==> src/core/dual_uart_pkg.sv <==
package dual_uart_pkg;

  // Register offsets on the three low address bits
  localparam logic [2:0] OFF_DATA = 3'h0;  // Receive/transmit holding, divisor low
  localparam logic [2:0] OFF_IER  = 3'h1;  // Interrupt enable, divisor high
  localparam logic [2:0] OFF_FCR  = 3'h2;  // Status read, FIFO control write
  localparam logic [2:0] OFF_LCR  = 3'h3;  // Line control
  localparam logic [2:0] OFF_MCR  = 3'h4;  // Modem control
  localparam logic [2:0] OFF_LSR  = 3'h5;  // Line status
  localparam logic [2:0] OFF_MSR  = 3'h6;  // Modem status
  localparam logic [2:0] OFF_SPR  = 3'h7;  // Scratchpad

  // Field positions
  localparam int LCR_STOP = 2;   // Two stop bits
  localparam int LCR_PEN  = 3;   // Parity enable
  localparam int LCR_EVEN = 4;   // Even parity
  localparam int LCR_BRK  = 6;   // Force line low
  localparam int LCR_DLAB = 7;   // Divisor access
  localparam int MCR_LOOP = 4;   // Local loopback
  localparam int FCR_EN   = 0;   // FIFO enable
  localparam int FCR_RXC  = 1;   // Flush receive FIFO
  localparam int FCR_TXC  = 2;   // Flush transmit FIFO
  localparam int FCR_DMA  = 3;   // DMA mode 1
  localparam int IER_RX   = 0;   // Receive data interrupt
  localparam int IER_TX   = 1;   // Transmit empty interrupt
  localparam int IER_LS   = 2;   // Line status interrupt

  // Sizes, reset values and timing counts
  localparam logic [4:0]  FIFO_DEPTH = 5'h10;  // Sixteen bytes each way
  localparam logic [3:0]  TICK_LAST  = 4'hf;   // Sixteen ticks per bit
  localparam logic [3:0]  TICK_MID   = 4'h7;   // Mid-bit of the start bit
  localparam logic [15:0] DIV_RESET  = 16'h0001;
  localparam logic [4:0]  TRIG_L0    = 5'h01;
  localparam logic [4:0]  TRIG_L1    = 5'h04;
  localparam logic [4:0]  TRIG_L2    = 5'h08;
  localparam logic [4:0]  TRIG_L3    = 5'h0e;

  // Status codes
  localparam logic [3:0] ISR_NONE = 4'h1;
  localparam logic [3:0] ISR_LS   = 4'h6;
  localparam logic [3:0] ISR_RX   = 4'h4;
  localparam logic [3:0] ISR_TX   = 4'h2;

  // Serial engine states, shared by transmitter and receiver
  typedef enum logic [2:0] {
    s_idle  = 3'b000,
    s_start = 3'b001,
    s_data  = 3'b010,
    s_par   = 3'b011,
    s_stop  = 3'b100
  } ser_st_t;

endpackage

==> src/core/dual_uart.sv <==
`timescale 1ns/100ps
// Summary of operation
// - Mode 0: receive ready low when data present
// - Mode 1: receive ready high when empty or untriggered
// - Mode 0: transmit ready low only when empty
// - Mode 1: transmit ready high when full
// - Ready pins pace DMA modes 0/1
// - Serial output idles high
// - Loopback: output off unless break set, stream fed back
// - Chip select and channel bit pick channel
// - Start bit, data, stop bits framing
// - Optional parity sent and checked
// - Sixteen-byte transmit and receive FIFOs
// - Four selectable receive trigger levels
// - Strobe low writes, high reads register
// - Active-low reset clears everything
// - Channel interrupts merged, open-drain, low
module dual_uart (
  input  wire logic       clk_sys,
  input  wire logic       rst,
  input  wire logic       reset_n,
  input  wire logic       cs_n,
  input  wire logic       channel_addr_bit,
  input  wire logic [2:0] addr,
  input  wire logic       rw,
  input  wire logic [7:0] data_in,
  output logic      [7:0] data_out,
  output logic            data_oe,
  input  wire logic       serial_in_a,
  input  wire logic       serial_in_b,
  output logic            serial_out_a,
  output logic            serial_out_b,
  output logic            rx_ready_out_a,
  output logic            rx_ready_out_b,
  output logic            tx_ready_out_a,
  output logic            tx_ready_out_b,
  output logic            irq_out,
  output logic            irq_oe
);
  import dual_uart_pkg::*;

  // Per-channel state
  typedef struct packed {
    logic [15:0][7:0] txm;     // Transmit FIFO storage
    logic [15:0][7:0] rxm;     // Receive FIFO storage
    logic [3:0]       txw;     // Transmit write pointer
    logic [3:0]       txr;     // Transmit read pointer
    logic [4:0]       txc;     // Transmit fill count
    logic [3:0]       rxw;     // Receive write pointer
    logic [3:0]       rxr;     // Receive read pointer
    logic [4:0]       rxc;     // Receive fill count
    logic [3:0]       ier;     // Interrupt enables
    logic [7:0]       lcr;     // Line control
    logic [4:0]       mcr;     // Modem control
    logic [7:0]       fcr;     // FIFO control copy
    logic [7:0]       spr;     // Scratchpad
    logic [15:0]      div;     // Baud divisor
    logic [15:0]      bcnt;    // Baud counter
    logic             oe;      // Overrun error
    logic             pe;      // Parity error
    logic             fe;      // Framing error
    ser_st_t          tst;     // Transmitter state
    logic [3:0]       ttk;     // Transmit tick count
    logic [2:0]       tbit;    // Transmit bit index
    logic [7:0]       tsh;     // Transmit shifter
    logic             tpar;    // Transmit parity bit
    logic             sout;    // Serial stream before gating
    ser_st_t          rst_st;  // Receiver state
    logic [3:0]       rtk;     // Receive tick count
    logic [2:0]       rbit;    // Receive bit index
    logic [7:0]       rsh;     // Receive shifter
    logic             rpar;    // Received parity bit
    logic             line;    // Pin level
    logic             rxr_n;   // Receive ready pin
    logic             txr_n;   // Transmit ready pin
  } ch_t;

  typedef struct packed {
    ch_t [1:0]  ch;
    logic [7:0] dout;  // Read data
    logic       doe;   // Data bus drive
    logic       irq;   // Interrupt drive
    logic       cs_d;  // Previous chip select
  } top_t;

  // Reset image
  function automatic top_t init_st();
    top_t t;
    t      = '0;
    t.cs_d = 1'b1;
    for (int c = 0; c < 2; c++) begin
      t.ch[c].div   = DIV_RESET;
      t.ch[c].bcnt  = DIV_RESET;
      t.ch[c].sout  = 1'b1;
      t.ch[c].line  = 1'b1;
      t.ch[c].rxr_n = 1'b1;
    end
    return t;
  endfunction

  localparam top_t ST_RST = init_st();

  top_t s_r;    // Registered state
  top_t s_nxt;  // Next state

  logic [1:0] sin_pin;  // Serial inputs as array
  logic [1:0] sk_iv;    // Character complete
  logic [1:0] sk_ir;    // Buffer has room
  logic [1:0] sk_ov;    // Buffer holds a byte
  logic [1:0] sk_or;    // Receive FIFO has room
  logic [1:0] sk_clr;   // Flush buffer
  logic [7:0] sk_id [2];
  logic [7:0] sk_od [2];

  assign sin_pin = {serial_in_b, serial_in_a};

  // Two-entry buffer between deserialiser and receive FIFO
  for (genvar g = 0; g < 2; g++) begin : g_ch
    assign sk_or[g] = (s_r.ch[g].rxc < (s_r.ch[g].fcr[FCR_EN] ? FIFO_DEPTH : 5'h01));
    rx_skid_buffer #(.WIDTH(8)) i_rx_skid_buffer (
      .clk_sys  (clk_sys),
      .rst      (rst),
      .clr      (sk_clr[g]),
      .in_valid (sk_iv[g]),
      .in_data  (sk_id[g]),
      .in_ready (sk_ir[g]),
      .out_valid(sk_ov[g]),
      .out_data (sk_od[g]),
      .out_ready(sk_or[g])
    );
  end

  // Bus access, serial engines, FIFOs and ready pins
  always_comb begin
    logic       acc, sel, wr, rd, dlab, tick, sin, pen, even;
    logic [4:0] cap, trig;
    logic [2:0] nb;
    logic [7:0] mask, rdat;
    logic [3:0] isr;
    acc = 1'b0; sel = 1'b0; wr = 1'b0; rd = 1'b0; dlab = 1'b0; tick = 1'b0;
    sin = 1'b1; pen = 1'b0; even = 1'b0; cap = '0; trig = '0; nb = '0;
    mask = '0; rdat = '0; isr = '0;
    s_nxt      = s_r;
    sk_iv      = '0;
    sk_clr     = '0;
    sk_id[0]   = '0;
    sk_id[1]   = '0;
    s_nxt.irq  = 1'b0;
    s_nxt.cs_d = cs_n;
    s_nxt.doe  = ~cs_n & rw;
    // Access taken on the falling edge of chip select
    acc = s_r.cs_d & ~cs_n;
    for (int c = 0; c < 2; c++) begin
      dlab = s_r.ch[c].lcr[LCR_DLAB];
      pen  = s_r.ch[c].lcr[LCR_PEN];
      even = s_r.ch[c].lcr[LCR_EVEN];
      nb   = {1'b0, s_r.ch[c].lcr[1:0]} + 3'h4;
      mask = 8'hff >> (2'h3 - s_r.ch[c].lcr[1:0]);
      cap  = s_r.ch[c].fcr[FCR_EN] ? FIFO_DEPTH : 5'h01;
      unique case (s_r.ch[c].fcr[7:6])
        2'h0: trig = TRIG_L0;
        2'h1: trig = TRIG_L1;
        2'h2: trig = TRIG_L2;
        2'h3: trig = TRIG_L3;
      endcase
      if (!s_r.ch[c].fcr[FCR_EN]) begin
        trig = TRIG_L0;
      end
      sel = acc & (channel_addr_bit == 1'(c));
      wr  = sel & ~rw;
      rd  = sel & rw;
      // Status code, highest priority first
      if (s_r.ch[c].ier[IER_LS] && (s_r.ch[c].oe || s_r.ch[c].pe || s_r.ch[c].fe)) begin
        isr = ISR_LS;
      end else if (s_r.ch[c].ier[IER_RX] && s_r.ch[c].rxc >= trig) begin
        isr = ISR_RX;
      end else if (s_r.ch[c].ier[IER_TX] && s_r.ch[c].txc == 5'h00) begin
        isr = ISR_TX;
      end else begin
        isr = ISR_NONE;
      end
      // Register writes
      if (wr) begin
        unique case (addr)
          OFF_DATA: begin
            if (dlab) begin
              s_nxt.ch[c].div[7:0] = data_in;
            end else if (s_r.ch[c].txc < cap) begin
              s_nxt.ch[c].txm[s_r.ch[c].txw] = data_in;
              s_nxt.ch[c].txw = s_r.ch[c].txw + 4'h1;
              s_nxt.ch[c].txc = s_r.ch[c].txc + 5'h01;
            end
          end
          OFF_IER: begin
            if (dlab) begin
              s_nxt.ch[c].div[15:8] = data_in;
            end else begin
              s_nxt.ch[c].ier = data_in[3:0];
            end
          end
          OFF_FCR: begin
            s_nxt.ch[c].fcr = data_in;
            if (data_in[FCR_RXC]) begin
              s_nxt.ch[c].rxc = '0;
              s_nxt.ch[c].rxw = '0;
              s_nxt.ch[c].rxr = '0;
              sk_clr[c]       = 1'b1;
            end
            if (data_in[FCR_TXC]) begin
              s_nxt.ch[c].txc = '0;
              s_nxt.ch[c].txw = '0;
              s_nxt.ch[c].txr = '0;
            end
          end
          OFF_LCR: s_nxt.ch[c].lcr = data_in;
          OFF_MCR: s_nxt.ch[c].mcr = data_in[4:0];
          OFF_SPR: s_nxt.ch[c].spr = data_in;
          default: ;
        endcase
      end
      // Register reads; data reads pop, line status reads clear errors
      if (rd) begin
        unique case (addr)
          OFF_DATA: begin
            rdat = dlab ? s_r.ch[c].div[7:0] : s_r.ch[c].rxm[s_r.ch[c].rxr];
            if (!dlab && s_r.ch[c].rxc != 5'h00) begin
              s_nxt.ch[c].rxr = s_r.ch[c].rxr + 4'h1;
              s_nxt.ch[c].rxc = s_nxt.ch[c].rxc - 5'h01;
            end
          end
          OFF_IER: rdat = dlab ? s_r.ch[c].div[15:8] : {4'h0, s_r.ch[c].ier};
          OFF_FCR: rdat = {{2{s_r.ch[c].fcr[FCR_EN]}}, 2'h0, isr};
          OFF_LCR: rdat = s_r.ch[c].lcr;
          OFF_MCR: rdat = {3'h0, s_r.ch[c].mcr};
          OFF_LSR: begin
            rdat = {1'b0, (s_r.ch[c].txc == 5'h00) && (s_r.ch[c].tst == s_idle),
                    s_r.ch[c].txc == 5'h00, 1'b0, s_r.ch[c].fe, s_r.ch[c].pe,
                    s_r.ch[c].oe, s_r.ch[c].rxc != 5'h00};
            s_nxt.ch[c].oe = 1'b0;
            s_nxt.ch[c].pe = 1'b0;
            s_nxt.ch[c].fe = 1'b0;
          end
          OFF_MSR: rdat = 8'h00;
          OFF_SPR: rdat = s_r.ch[c].spr;
        endcase
        s_nxt.dout = rdat;
      end
      // Baud tick, sixteen per bit
      if (s_r.ch[c].bcnt <= 16'h0001) begin
        s_nxt.ch[c].bcnt = (s_r.ch[c].div == 16'h0000) ? DIV_RESET : s_r.ch[c].div;
        tick = 1'b1;
      end else begin
        s_nxt.ch[c].bcnt = s_r.ch[c].bcnt - 16'h0001;
        tick = 1'b0;
      end
      // receiver fed from own stream in loopback
      sin = s_r.ch[c].mcr[MCR_LOOP] ? s_r.ch[c].sout : sin_pin[c];
      // Transmitter
      if (tick) begin
        s_nxt.ch[c].ttk = s_r.ch[c].ttk + 4'h1;
        unique case (s_r.ch[c].tst)
          s_idle: begin
            s_nxt.ch[c].ttk = '0;
            if (s_nxt.ch[c].txc != 5'h00) begin
              // start bit first
              // Next-state copy so a byte written this cycle is sent, not a stale slot
              s_nxt.ch[c].tsh  = s_nxt.ch[c].txm[s_r.ch[c].txr] & mask;
              s_nxt.ch[c].tpar = ^(s_nxt.ch[c].txm[s_r.ch[c].txr] & mask) ^ ~even;
              s_nxt.ch[c].txr  = s_r.ch[c].txr + 4'h1;
              s_nxt.ch[c].txc  = s_nxt.ch[c].txc - 5'h01;
              s_nxt.ch[c].sout = 1'b0;
              s_nxt.ch[c].tst  = s_start;
            end
          end
          s_start: if (s_r.ch[c].ttk == TICK_LAST) begin
            s_nxt.ch[c].sout = s_r.ch[c].tsh[0];
            s_nxt.ch[c].tbit = '0;
            s_nxt.ch[c].tst  = s_data;
          end
          s_data: if (s_r.ch[c].ttk == TICK_LAST) begin
            s_nxt.ch[c].tsh  = s_r.ch[c].tsh >> 1;
            s_nxt.ch[c].tbit = s_r.ch[c].tbit + 3'h1;
            s_nxt.ch[c].sout = s_r.ch[c].tsh[1];
            if (s_r.ch[c].tbit == nb) begin
              s_nxt.ch[c].tbit = '0;
              s_nxt.ch[c].sout = pen ? s_r.ch[c].tpar : 1'b1;
              s_nxt.ch[c].tst  = pen ? s_par : s_stop;
            end
          end
          s_par: if (s_r.ch[c].ttk == TICK_LAST) begin
            s_nxt.ch[c].sout = 1'b1;
            s_nxt.ch[c].tst  = s_stop;
          end
          s_stop: if (s_r.ch[c].ttk == TICK_LAST) begin
            s_nxt.ch[c].tbit = s_r.ch[c].tbit + 3'h1;
            if (s_r.ch[c].tbit == {2'h0, s_r.ch[c].lcr[LCR_STOP]}) begin
              s_nxt.ch[c].tst = s_idle;
            end
          end
          default: s_nxt.ch[c].tst = s_idle;
        endcase
      end
      // Receiver
      if (tick) begin
        s_nxt.ch[c].rtk = s_r.ch[c].rtk + 4'h1;
        unique case (s_r.ch[c].rst_st)
          s_idle: begin
            s_nxt.ch[c].rtk = '0;
            if (!sin) begin
              s_nxt.ch[c].rst_st = s_start;
            end
          end
          s_start: if (s_r.ch[c].rtk == TICK_MID) begin
            s_nxt.ch[c].rtk    = '0;
            s_nxt.ch[c].rbit   = '0;
            s_nxt.ch[c].rst_st = sin ? s_idle : s_data;
          end
          s_data: if (s_r.ch[c].rtk == TICK_LAST) begin
            s_nxt.ch[c].rsh  = {sin, s_r.ch[c].rsh[7:1]};
            s_nxt.ch[c].rbit = s_r.ch[c].rbit + 3'h1;
            if (s_r.ch[c].rbit == nb) begin
              s_nxt.ch[c].rst_st = pen ? s_par : s_stop;
            end
          end
          s_par: if (s_r.ch[c].rtk == TICK_LAST) begin
            s_nxt.ch[c].rpar   = sin;
            s_nxt.ch[c].rst_st = s_stop;
          end
          s_stop: if (s_r.ch[c].rtk == TICK_LAST) begin
            sk_iv[c] = 1'b1;
            sk_id[c] = s_r.ch[c].rsh >> (2'h3 - s_r.ch[c].lcr[1:0]);
            // parity check; errors win over a same-cycle clear
            if (pen && (s_r.ch[c].rpar != (^sk_id[c] ^ ~even))) begin
              s_nxt.ch[c].pe = 1'b1;
            end
            if (!sin) begin
              s_nxt.ch[c].fe = 1'b1;
            end
            if (!sk_ir[c]) begin
              s_nxt.ch[c].oe = 1'b1;
            end
            s_nxt.ch[c].rst_st = s_idle;
          end
          default: s_nxt.ch[c].rst_st = s_idle;
        endcase
      end
      if (sk_ov[c] && sk_or[c]) begin
        s_nxt.ch[c].rxm[s_r.ch[c].rxw] = sk_od[c];
        s_nxt.ch[c].rxw = s_r.ch[c].rxw + 4'h1;
        s_nxt.ch[c].rxc = s_nxt.ch[c].rxc + 5'h01;
      end
      // line low on break, else high when idle, off in loopback
      s_nxt.ch[c].line = s_nxt.ch[c].lcr[LCR_BRK] ? 1'b0 :
                         (s_nxt.ch[c].mcr[MCR_LOOP] ? 1'b1 : s_nxt.ch[c].sout);
      if (s_nxt.ch[c].fcr[FCR_EN] && s_nxt.ch[c].fcr[FCR_DMA]) begin
        s_nxt.ch[c].rxr_n = (s_nxt.ch[c].rxc < trig);
        s_nxt.ch[c].txr_n = (s_nxt.ch[c].txc >= cap);
      end else begin
        s_nxt.ch[c].rxr_n = (s_nxt.ch[c].rxc == 5'h00);
        s_nxt.ch[c].txr_n = (s_nxt.ch[c].txc != 5'h00);
      end
      if (isr != ISR_NONE) begin
        s_nxt.irq = 1'b1;
      end
    end
    if (!reset_n) begin
      s_nxt  = ST_RST;
      sk_clr = '1;  // Buffered bytes must not reach the FIFO after reset
    end
  end

  // State register
  always_ff @(posedge clk_sys or posedge rst) begin
    if (rst) begin
      s_r <= ST_RST;
    end else begin
      s_r <= s_nxt;
    end
  end

  // Outputs straight from state, interrupt pin value tied low
  assign data_out       = s_r.dout;
  assign data_oe        = s_r.doe;
  assign serial_out_a   = s_r.ch[0].line;
  assign serial_out_b   = s_r.ch[1].line;
  assign rx_ready_out_a = s_r.ch[0].rxr_n;
  assign rx_ready_out_b = s_r.ch[1].rxr_n;
  assign tx_ready_out_a = s_r.ch[0].txr_n;
  assign tx_ready_out_b = s_r.ch[1].txr_n;
  assign irq_out        = 1'b0;
  assign irq_oe         = s_r.irq;

endmodule

==> src/core/rx_skid_buffer.sv <==
`timescale 1ns/100ps
module rx_skid_buffer #(
  parameter int WIDTH = 8
) (
  input  wire logic             clk_sys,
  input  wire logic             rst,
  input  wire logic             clr,
  input  wire logic             in_valid,
  input  wire logic [WIDTH-1:0] in_data,
  output logic                  in_ready,
  output logic                  out_valid,
  output logic [WIDTH-1:0]      out_data,
  input  wire logic             out_ready
);

  // Two slots plus occupancy
  typedef struct packed {
    logic [1:0][WIDTH-1:0] d;
    logic [1:0]            cnt;
  } skid_t;

  skid_t s_r;   // Registered state
  skid_t s_nxt; // Next state

  assign in_ready  = (s_r.cnt != 2'h2);
  assign out_valid = (s_r.cnt != 2'h0);
  assign out_data  = s_r.d[0];

  // Pop from the head, then push behind what remains
  always_comb begin
    s_nxt = s_r;
    if (out_valid && out_ready) begin
      s_nxt.d[0] = s_nxt.d[1];
      s_nxt.cnt  = s_nxt.cnt - 2'h1;
    end
    if (in_valid && in_ready) begin
      s_nxt.d[s_nxt.cnt[0]] = in_data;
      s_nxt.cnt             = s_nxt.cnt + 2'h1;
    end
    // Flush drops both slots
    if (clr) begin
      s_nxt = '0;
    end
  end

  // State register
  always_ff @(posedge clk_sys or posedge rst) begin
    if (rst) begin
      s_r <= '0;
    end else begin
      s_r <= s_nxt;
    end
  end

endmodule

==> config.mk <==
export PLATFORM = sky130hd
export DESIGN_NAME = dual_uart
export DESIGN_NICKNAME = d
export VERILOG_FILES = /design/src/core/dual_uart_pkg.sv /design/src/core/dual_uart.sv /design/src/core/rx_skid_buffer.sv
export SDC_FILE = /design/constraint.sdc
export NUM_CORES = 2
export LEC_CHECK = 0
export ABC_AREA = 1
export BUFFER_PORTS_ARGS = -buffer_cell sky130_fd_sc_hd__buf_2
export CAP_MARGIN = 20
export CORE_MARGIN = 2
export CORE_UTILIZATION = 55
export CTS_CLUSTER_DIAMETER = 40
export DETAILED_ROUTE_END_ITERATION = 8
export GPL_TIMING_DRIVEN = 0
export PLACE_DENSITY = 0.71
export SYNTH_ARGS = -nofsm -noshare
export SYNTH_HDL_FRONTEND = slang
export SYNTH_SLANG_ARGS = --single-unit
==> constraint.sdc <==
create_clock -name clk_sys -period 34.1 [get_ports clk_sys]
set_input_delay 6.82 -clock clk_sys [delete_from_list [all_inputs] [get_ports clk_sys]]
set_output_delay 6.82 -clock clk_sys [all_outputs]
set_load 0.1 [all_outputs]
# [Word level (Yosys, flattened, before mapping)]
# Cells that the tools add are included.
# Widths: inputs -> output; s select.
[op_classes] n_lt_le_gt_ge=28 reduce_logical=91 muxes=247 bitwise_logic=19 shifts=4 n_eq_ne=118 n_addsub=34
[op_table] cell="$mux 128" n=10
[op_table] cell="$mux 795" n=1
[op_table] cell="$bwmux 128" n=4
[op_table] cell="$mux 8" n=35
[op_table] cell="$mux 75" n=2
[op_table] cell="$mux 3" n=46
[op_table] cell="$bmux 8 s4" n=4
[op_table] cell="$demux 8 s4" n=4
[op_table] cell="$pmux 8 s8" n=2
[op_table] cell="$mux 9" n=12
[op_table] cell="$ne 3x3->1 const B" n=29
[op_table] cell="$mux 13" n=6
[op_table] cell="$mux 18" n=4
[op_table] cell="$mux 16" n=4
[op_table] cell="$mux 10" n=6
[op_table] cell="$mux 5" n=12
[op_table] cell="$pmux 3 s5" n=4
[op_table] cell="$mux 4" n=14
[op_table] cell="$add 4x1->4 const B" n=12
[op_table] cell="$ne 2x1->1 const B" n=24
[op_table] cell="$mux 11" n=4
[op_table] cell="$mux 1" n=42
[op_table] cell="$reduce_and 3->1" n=14
[op_table] cell="$lt 4x5->1 const B" n=8
[op_table] cell="other kinds (61)" n=238
[totals] wordCells=683 ff_bits=831 output_inout_bits=17 inputBits=19

# [Depth between registers and ports, before layout]
[logic_depth] word_depth=20 depth_mapped=27 mapped_depth_nobuf=26

# [By module]
# Synthesis repeated with hierarchy kept, for this count alone.
[unflattened] cells_unflattened=5958 area_unflattened_um2=44923.1
[modules_own_cells] module="dual_uart" seq_area_each_um2=19707.7 instances=1 area_per_inst_um2=42761.0 cells_each=5656
[modules_own_cells] module="rx_skid_buffer" seq_area_each_um2=450.4 instances=2 area_per_inst_um2=1081.0 cells_each=151

# [Worst setup path after synthesis]
# No wires, ideal clock.
[synth_timing] path_type="input -> register" from="input cs_n" to="register s_r (netlist bit tx_ready_out_b)" arrival_ps=9705 path_buffers=2 t_required_ps=33964 path_stages=19 path_slack_ps=24259 setup_ps=136 path_cell_list="inv_2 nand3_1 nor2_4 nand3_2 nor2_4 buf_2 buf_4 o21ai_0 ha_1 inv_1 nor3_1 nand2_1 nand2_1 nor2_2 xor2_1 ha_1 o21a_1 o31ai_1 a21oi_1"
[synth_lines] item="start: declaration" line_no="dual_uart.sv:22" text="input wire logic cs_n,"
[synth_lines] item="end signal: assignment" line_no="dual_uart.sv:377" text="s_r <= s_nxt;"
[synth_lines] item="end: declaration" line_no="dual_uart.sv:103" text="top_t s_r;"

==> metrics.csv <==
metric,value,unit
port_buffers,29,
leakage,23.3,nW
hold_viol,0,
htreeDepth,4,
maxSlewViolCount,0,
outcome,finished clean,
worstPathArrival,11.10,ns
synth_area_per_cell,7.55,µm²
clockBufferDepth,3,
yosysSeqAreaShare,0.468,
globalplace.congestion,0.993,
mappedNetlistArea,44000,µm²
ys_async_sr_fraction,1.00,
drt_wl_total,160,mm
die_w,287,µm
endpoint_kind,flop,
start_kind,input port,
dpl_cell_area,45800,µm²
min_path_cells,2,
slew-limit-headroom,0.144,
cts_resized,0,
synthCells,5832,
worstHoldPathType,reg -> reg,
rr_worst_depth,20,
skew,0.0354,ns
hp-start,g_ch[1].i_rx_skid_buffer.s_r[12],
via_per_inst,6.10,
ys_types,62,
drive_gt1_frac,0.0602,
design_area,50600,µm²
dp_hpwl,113,mm
wl_per_cell,22.3,µm
worstPathRequired,34.62,ns
clkTransAtPathRegs,0.05,ns
area_delta_synth_final,14.9,%
start_util,0.557,
hold_slack,0.483,ns
reg2reg_from,s_r[488],
die_height,287,µm
overflow,0,
first_iter_violations,5648,
yosysWarnings,0,
grt.total_usage,0.386,
die_area,82300,µm²
core,79100,µm²
cts_tree,yes,
synth_enable_flop_cells,0,
cts-root-buf,clkbuf_16,
grt_pass1_wl,244,mm
grt_pass1_vias,41400,
ant_nets,0,
fill_cells,6990,
rsz0062_at_grt,false,
cap_violations,0,
fmax,94.6,MHz
antenna_found_initial,5,
path_max_fanout,10,
numClockSinks,823,
path_buf_inv,5,
grt_start_max_net_pins,130,
crit_type,in -> reg,
num_vias,43800,
hold_end,g_ch[1].i_rx_skid_buffer.s_r[12],
floorplan.rows,103,
setup_viol,0,
synth.net_count,5919,
period_needed,10.57,ns
crit_family,simple AND/OR/NAND/NOR gates,
final_nets,6102,
synthFlopType,dfrtp_1,
irDropWorstVdd,59.1,µV
drt_first_pass_iters,9,
clkLatencyLatePin,0.75,ns
max_stage_delay,0.35,ns
cts_hold_buf,0,
drc,0,
path_cells,buf_2 -> inv_2 -> nand3_1 -> nor2_4 -> nand3_2 -> nor2_4 -> buf_2 -> buf_4 -> o21ai_0 -> ha_1 -> inv_1 -> nor3_1 -> nand2_1 -> nand2_1 -> nor2_2 -> xor2_1 -> ha_1 -> o21a_1 -> o31ai_1 -> a21oi_1,
worstMarginPinSlew,1.28,ns
finalCritPeriodShare,0.310,
power.density,64.2,nW/µm²
timing.rr.end,tx_ready_out_b,
cts_setup_buffers,0,
ys_ff_latch,823,
boundaryPins,36,
slowest_stage,nor2_4,
reg2reg_slack,28.83,ns
cts_made_buffers,136,
==> flip-flops by register name, summed over array words and instances, names as in the netlist <==
register	count
rx_ready_out_a	1
g_ch.i_rx_skid_buffer.out_data	16
tx_ready_out_a	1
s_r	771
irq_oe	1
data_out	8
serial_out_b	1
rx_ready_out_b	1
serial_out_a	1
data_oe	1
g_ch.i_rx_skid_buffer.s_r	20
tx_ready_out_b	1
==> report_power, final <==
| group | switching (mW) | leakage [nW] | internal (mW) |
|---|---|---|---|
| Sequential | 0.0370 | 11.4 | 1.02 |
| Combinational | 0.557 | 9.56 | 0.189 |
| Clock | 0.507 | 2.33 | 0.934 |
| Total | 1.10 | 23.3 | 2.15 |
==> through the flow <==
| stage | setup TNS (ns) | instances | worst slack (ns) | utilization | total power, mW |
|---|---|---|---|---|---|
| final | 0 | 7180 | 23.53 | 0.639 | 3.25 |
| after global routing | 0 | 7178 | 23.32 | 0.639 | 3.37 |
| after CTS | 0 | 7174 | 23.61 | 0.639 | 3.23 |
| after detailed placement | 0 | 6923 | 22.89 | 0.579 | 1.80 |
| after global placement | -4144.41 | 6911 | -5.22 | 0.575 | 1.78 |
| after floorplan | 0 | 5832 | 4.18 | - | 1.57 |
==> worst max-delay path by stage <==
stage,start,end,cells past startpoint
after global placement,rst,s_r[789],2
after floorplan,rst,data_oe,1
final,cs_n,tx_ready_out_b,20
after CTS,cs_n,tx_ready_out_b,20
after global routing,cs_n,tx_ready_out_b,20
after detailed placement,cs_n,tx_ready_out_b,20
==> area by class of cell <==
class	instances	area, µm²	share of cell area
antenna	2	5.00	0.0000989
buffer	313	1250	0.0247
clock buffer	184	3910	0.0772
clock inverter	67	873	0.0173
inverter	595	2240	0.0443
multi-input combinational	4101	19900	0.394
sequential	823	20600	0.407
tap	1050	1310	0.0260
timing repair buffer	45	454	0.00898
==> layout by cell type (no fill, tap or decap), types with 9 or more instances in the layout <==
| cell type | synthesis | final |
|---|---|---|
| a211oi_1 | 15 | 15 |
| o221ai_1 | 14 | 14 |
| inv_1 | 560 | 559 |
| buf_2 | 17 | 46 |
| o21ai_0 | 605 | 605 |
| nand4_1 | 115 | 115 |
| clkinv_1 | 22 | 22 |
| or2_2 | 12 | 12 |
| xor2_1 | 53 | 53 |
| clkbuf_8 | 0 | 24 |
| o211ai_1 | 25 | 25 |
| o22ai_1 | 129 | 129 |
| nand2_1 | 1301 | 1301 |
| a221oi_1 | 20 | 20 |
| a31oi_1 | 16 | 16 |
| buf_1 | 35 | 35 |
| nor2_2 | 9 | 9 |
| xnor2_1 | 26 | 26 |
| clkbuf_1 | 248 | 268 |
| o31ai_1 | 17 | 17 |
| clkbuf_16 | 0 | 140 |
| nor4_1 | 11 | 11 |
| nor2_1 | 580 | 580 |
| inv_6 | 0 | 10 |
| dfstp_2 | 11 | 11 |
| a22oi_1 | 11 | 11 |
| nand3_1 | 637 | 637 |
| inv_2 | 13 | 13 |
| a21oi_1 | 311 | 311 |
| clkinvlp_4 | 0 | 11 |
| ha_1 | 68 | 68 |
| clkinv_2 | 0 | 23 |
| dfrtp_1 | 812 | 812 |
| nor3_1 | 40 | 40 |
| bufinv_16 | 0 | 17 |
| buf_4 | 12 | 13 |
==> synthesized netlist by cell type, types with 3 or more instances <==
cell	number	area, µm²
xnor2_1	26	228
o221ai_1	14	123
ha_1	68	851
nor3_1	40	200
nand2_1	1301	4880
o2111ai_1	8	70.1
inv_2	13	48.8
xor2_1	53	464
o311ai_0	5	43.8
clkinv_1	22	82.6
a32o_1	7	70.1
or2_2	12	75.1
dfrtp_1	812	20300
o21ai_0	605	3030
nand3b_1	4	30.0
o32ai_1	8	70.1
a21oi_1	311	1560
nand3_1	637	3190
nor2_4	7	78.8
a22oi_1	11	82.6
a211oi_1	15	113
inv_1	560	2100
buf_1	35	131
a32oi_1	3	26.3
o21a_1	6	45.0
nor2_2	9	56.3
a221oi_1	20	175
o211ai_1	25	188
a31oi_1	16	100
buf_2	17	85.1
nor2_1	580	2180
nor4_1	11	68.8
nand4_1	115	719
clkbuf_1	248	931
dfstp_2	11	289
o21ai_1	7	35.0
o22ai_1	129	807
buf_4	12	90.1
o31ai_1	17	128
nand2_2	3	18.8
==> worst register-to-register path: stages, from the launching register on <==
cell	delay (ns)
dfrtp_1	0.57
inv_1	0.29
ha_1	0.35
or2_1	0.22
nand2_1	0.14
nand2_1	0.21
nor2_4	0.34
buf_2	0.35
buf_4	0.25
o21ai_0	0.19
ha_1	0.24
inv_1	0.09
nor3_1	0.08
nand2_1	0.19
nand2_1	0.16
nor2_2	0.29
xor2_1	0.31
ha_1	0.29
o21a_1	0.18
o31ai_1	0.19
a21oi_1	0.15
==> cells by family after synthesis <==
logic type	share of synthesized area
XOR/XNOR	0.0161
adder cells (fa/ha/maj)	0.0193
buffers and inverters	0.0791
other	0.0000852
AO/OA/AOI/OAI	0.154
AND/OR/NAND/NOR	0.263
flip-flops	0.468
multiplexers	0.000483
==> per-layer routing <==
| metal | vias up | GRT usage | routed length [µm] |
|---|---|---|---|
| met3 | 611 | 0.0790 | 16100 |
| met5 | - | 0 | 45 |
| met4 | 8 | 0.229 | 10400 |
| met2 | 2581 | 0.597 | 71200 |
| met1 | 20700 | 0.503 | 62100 |
| li1 | 19800 | - | - |
(Power assumes the default switching activity.)
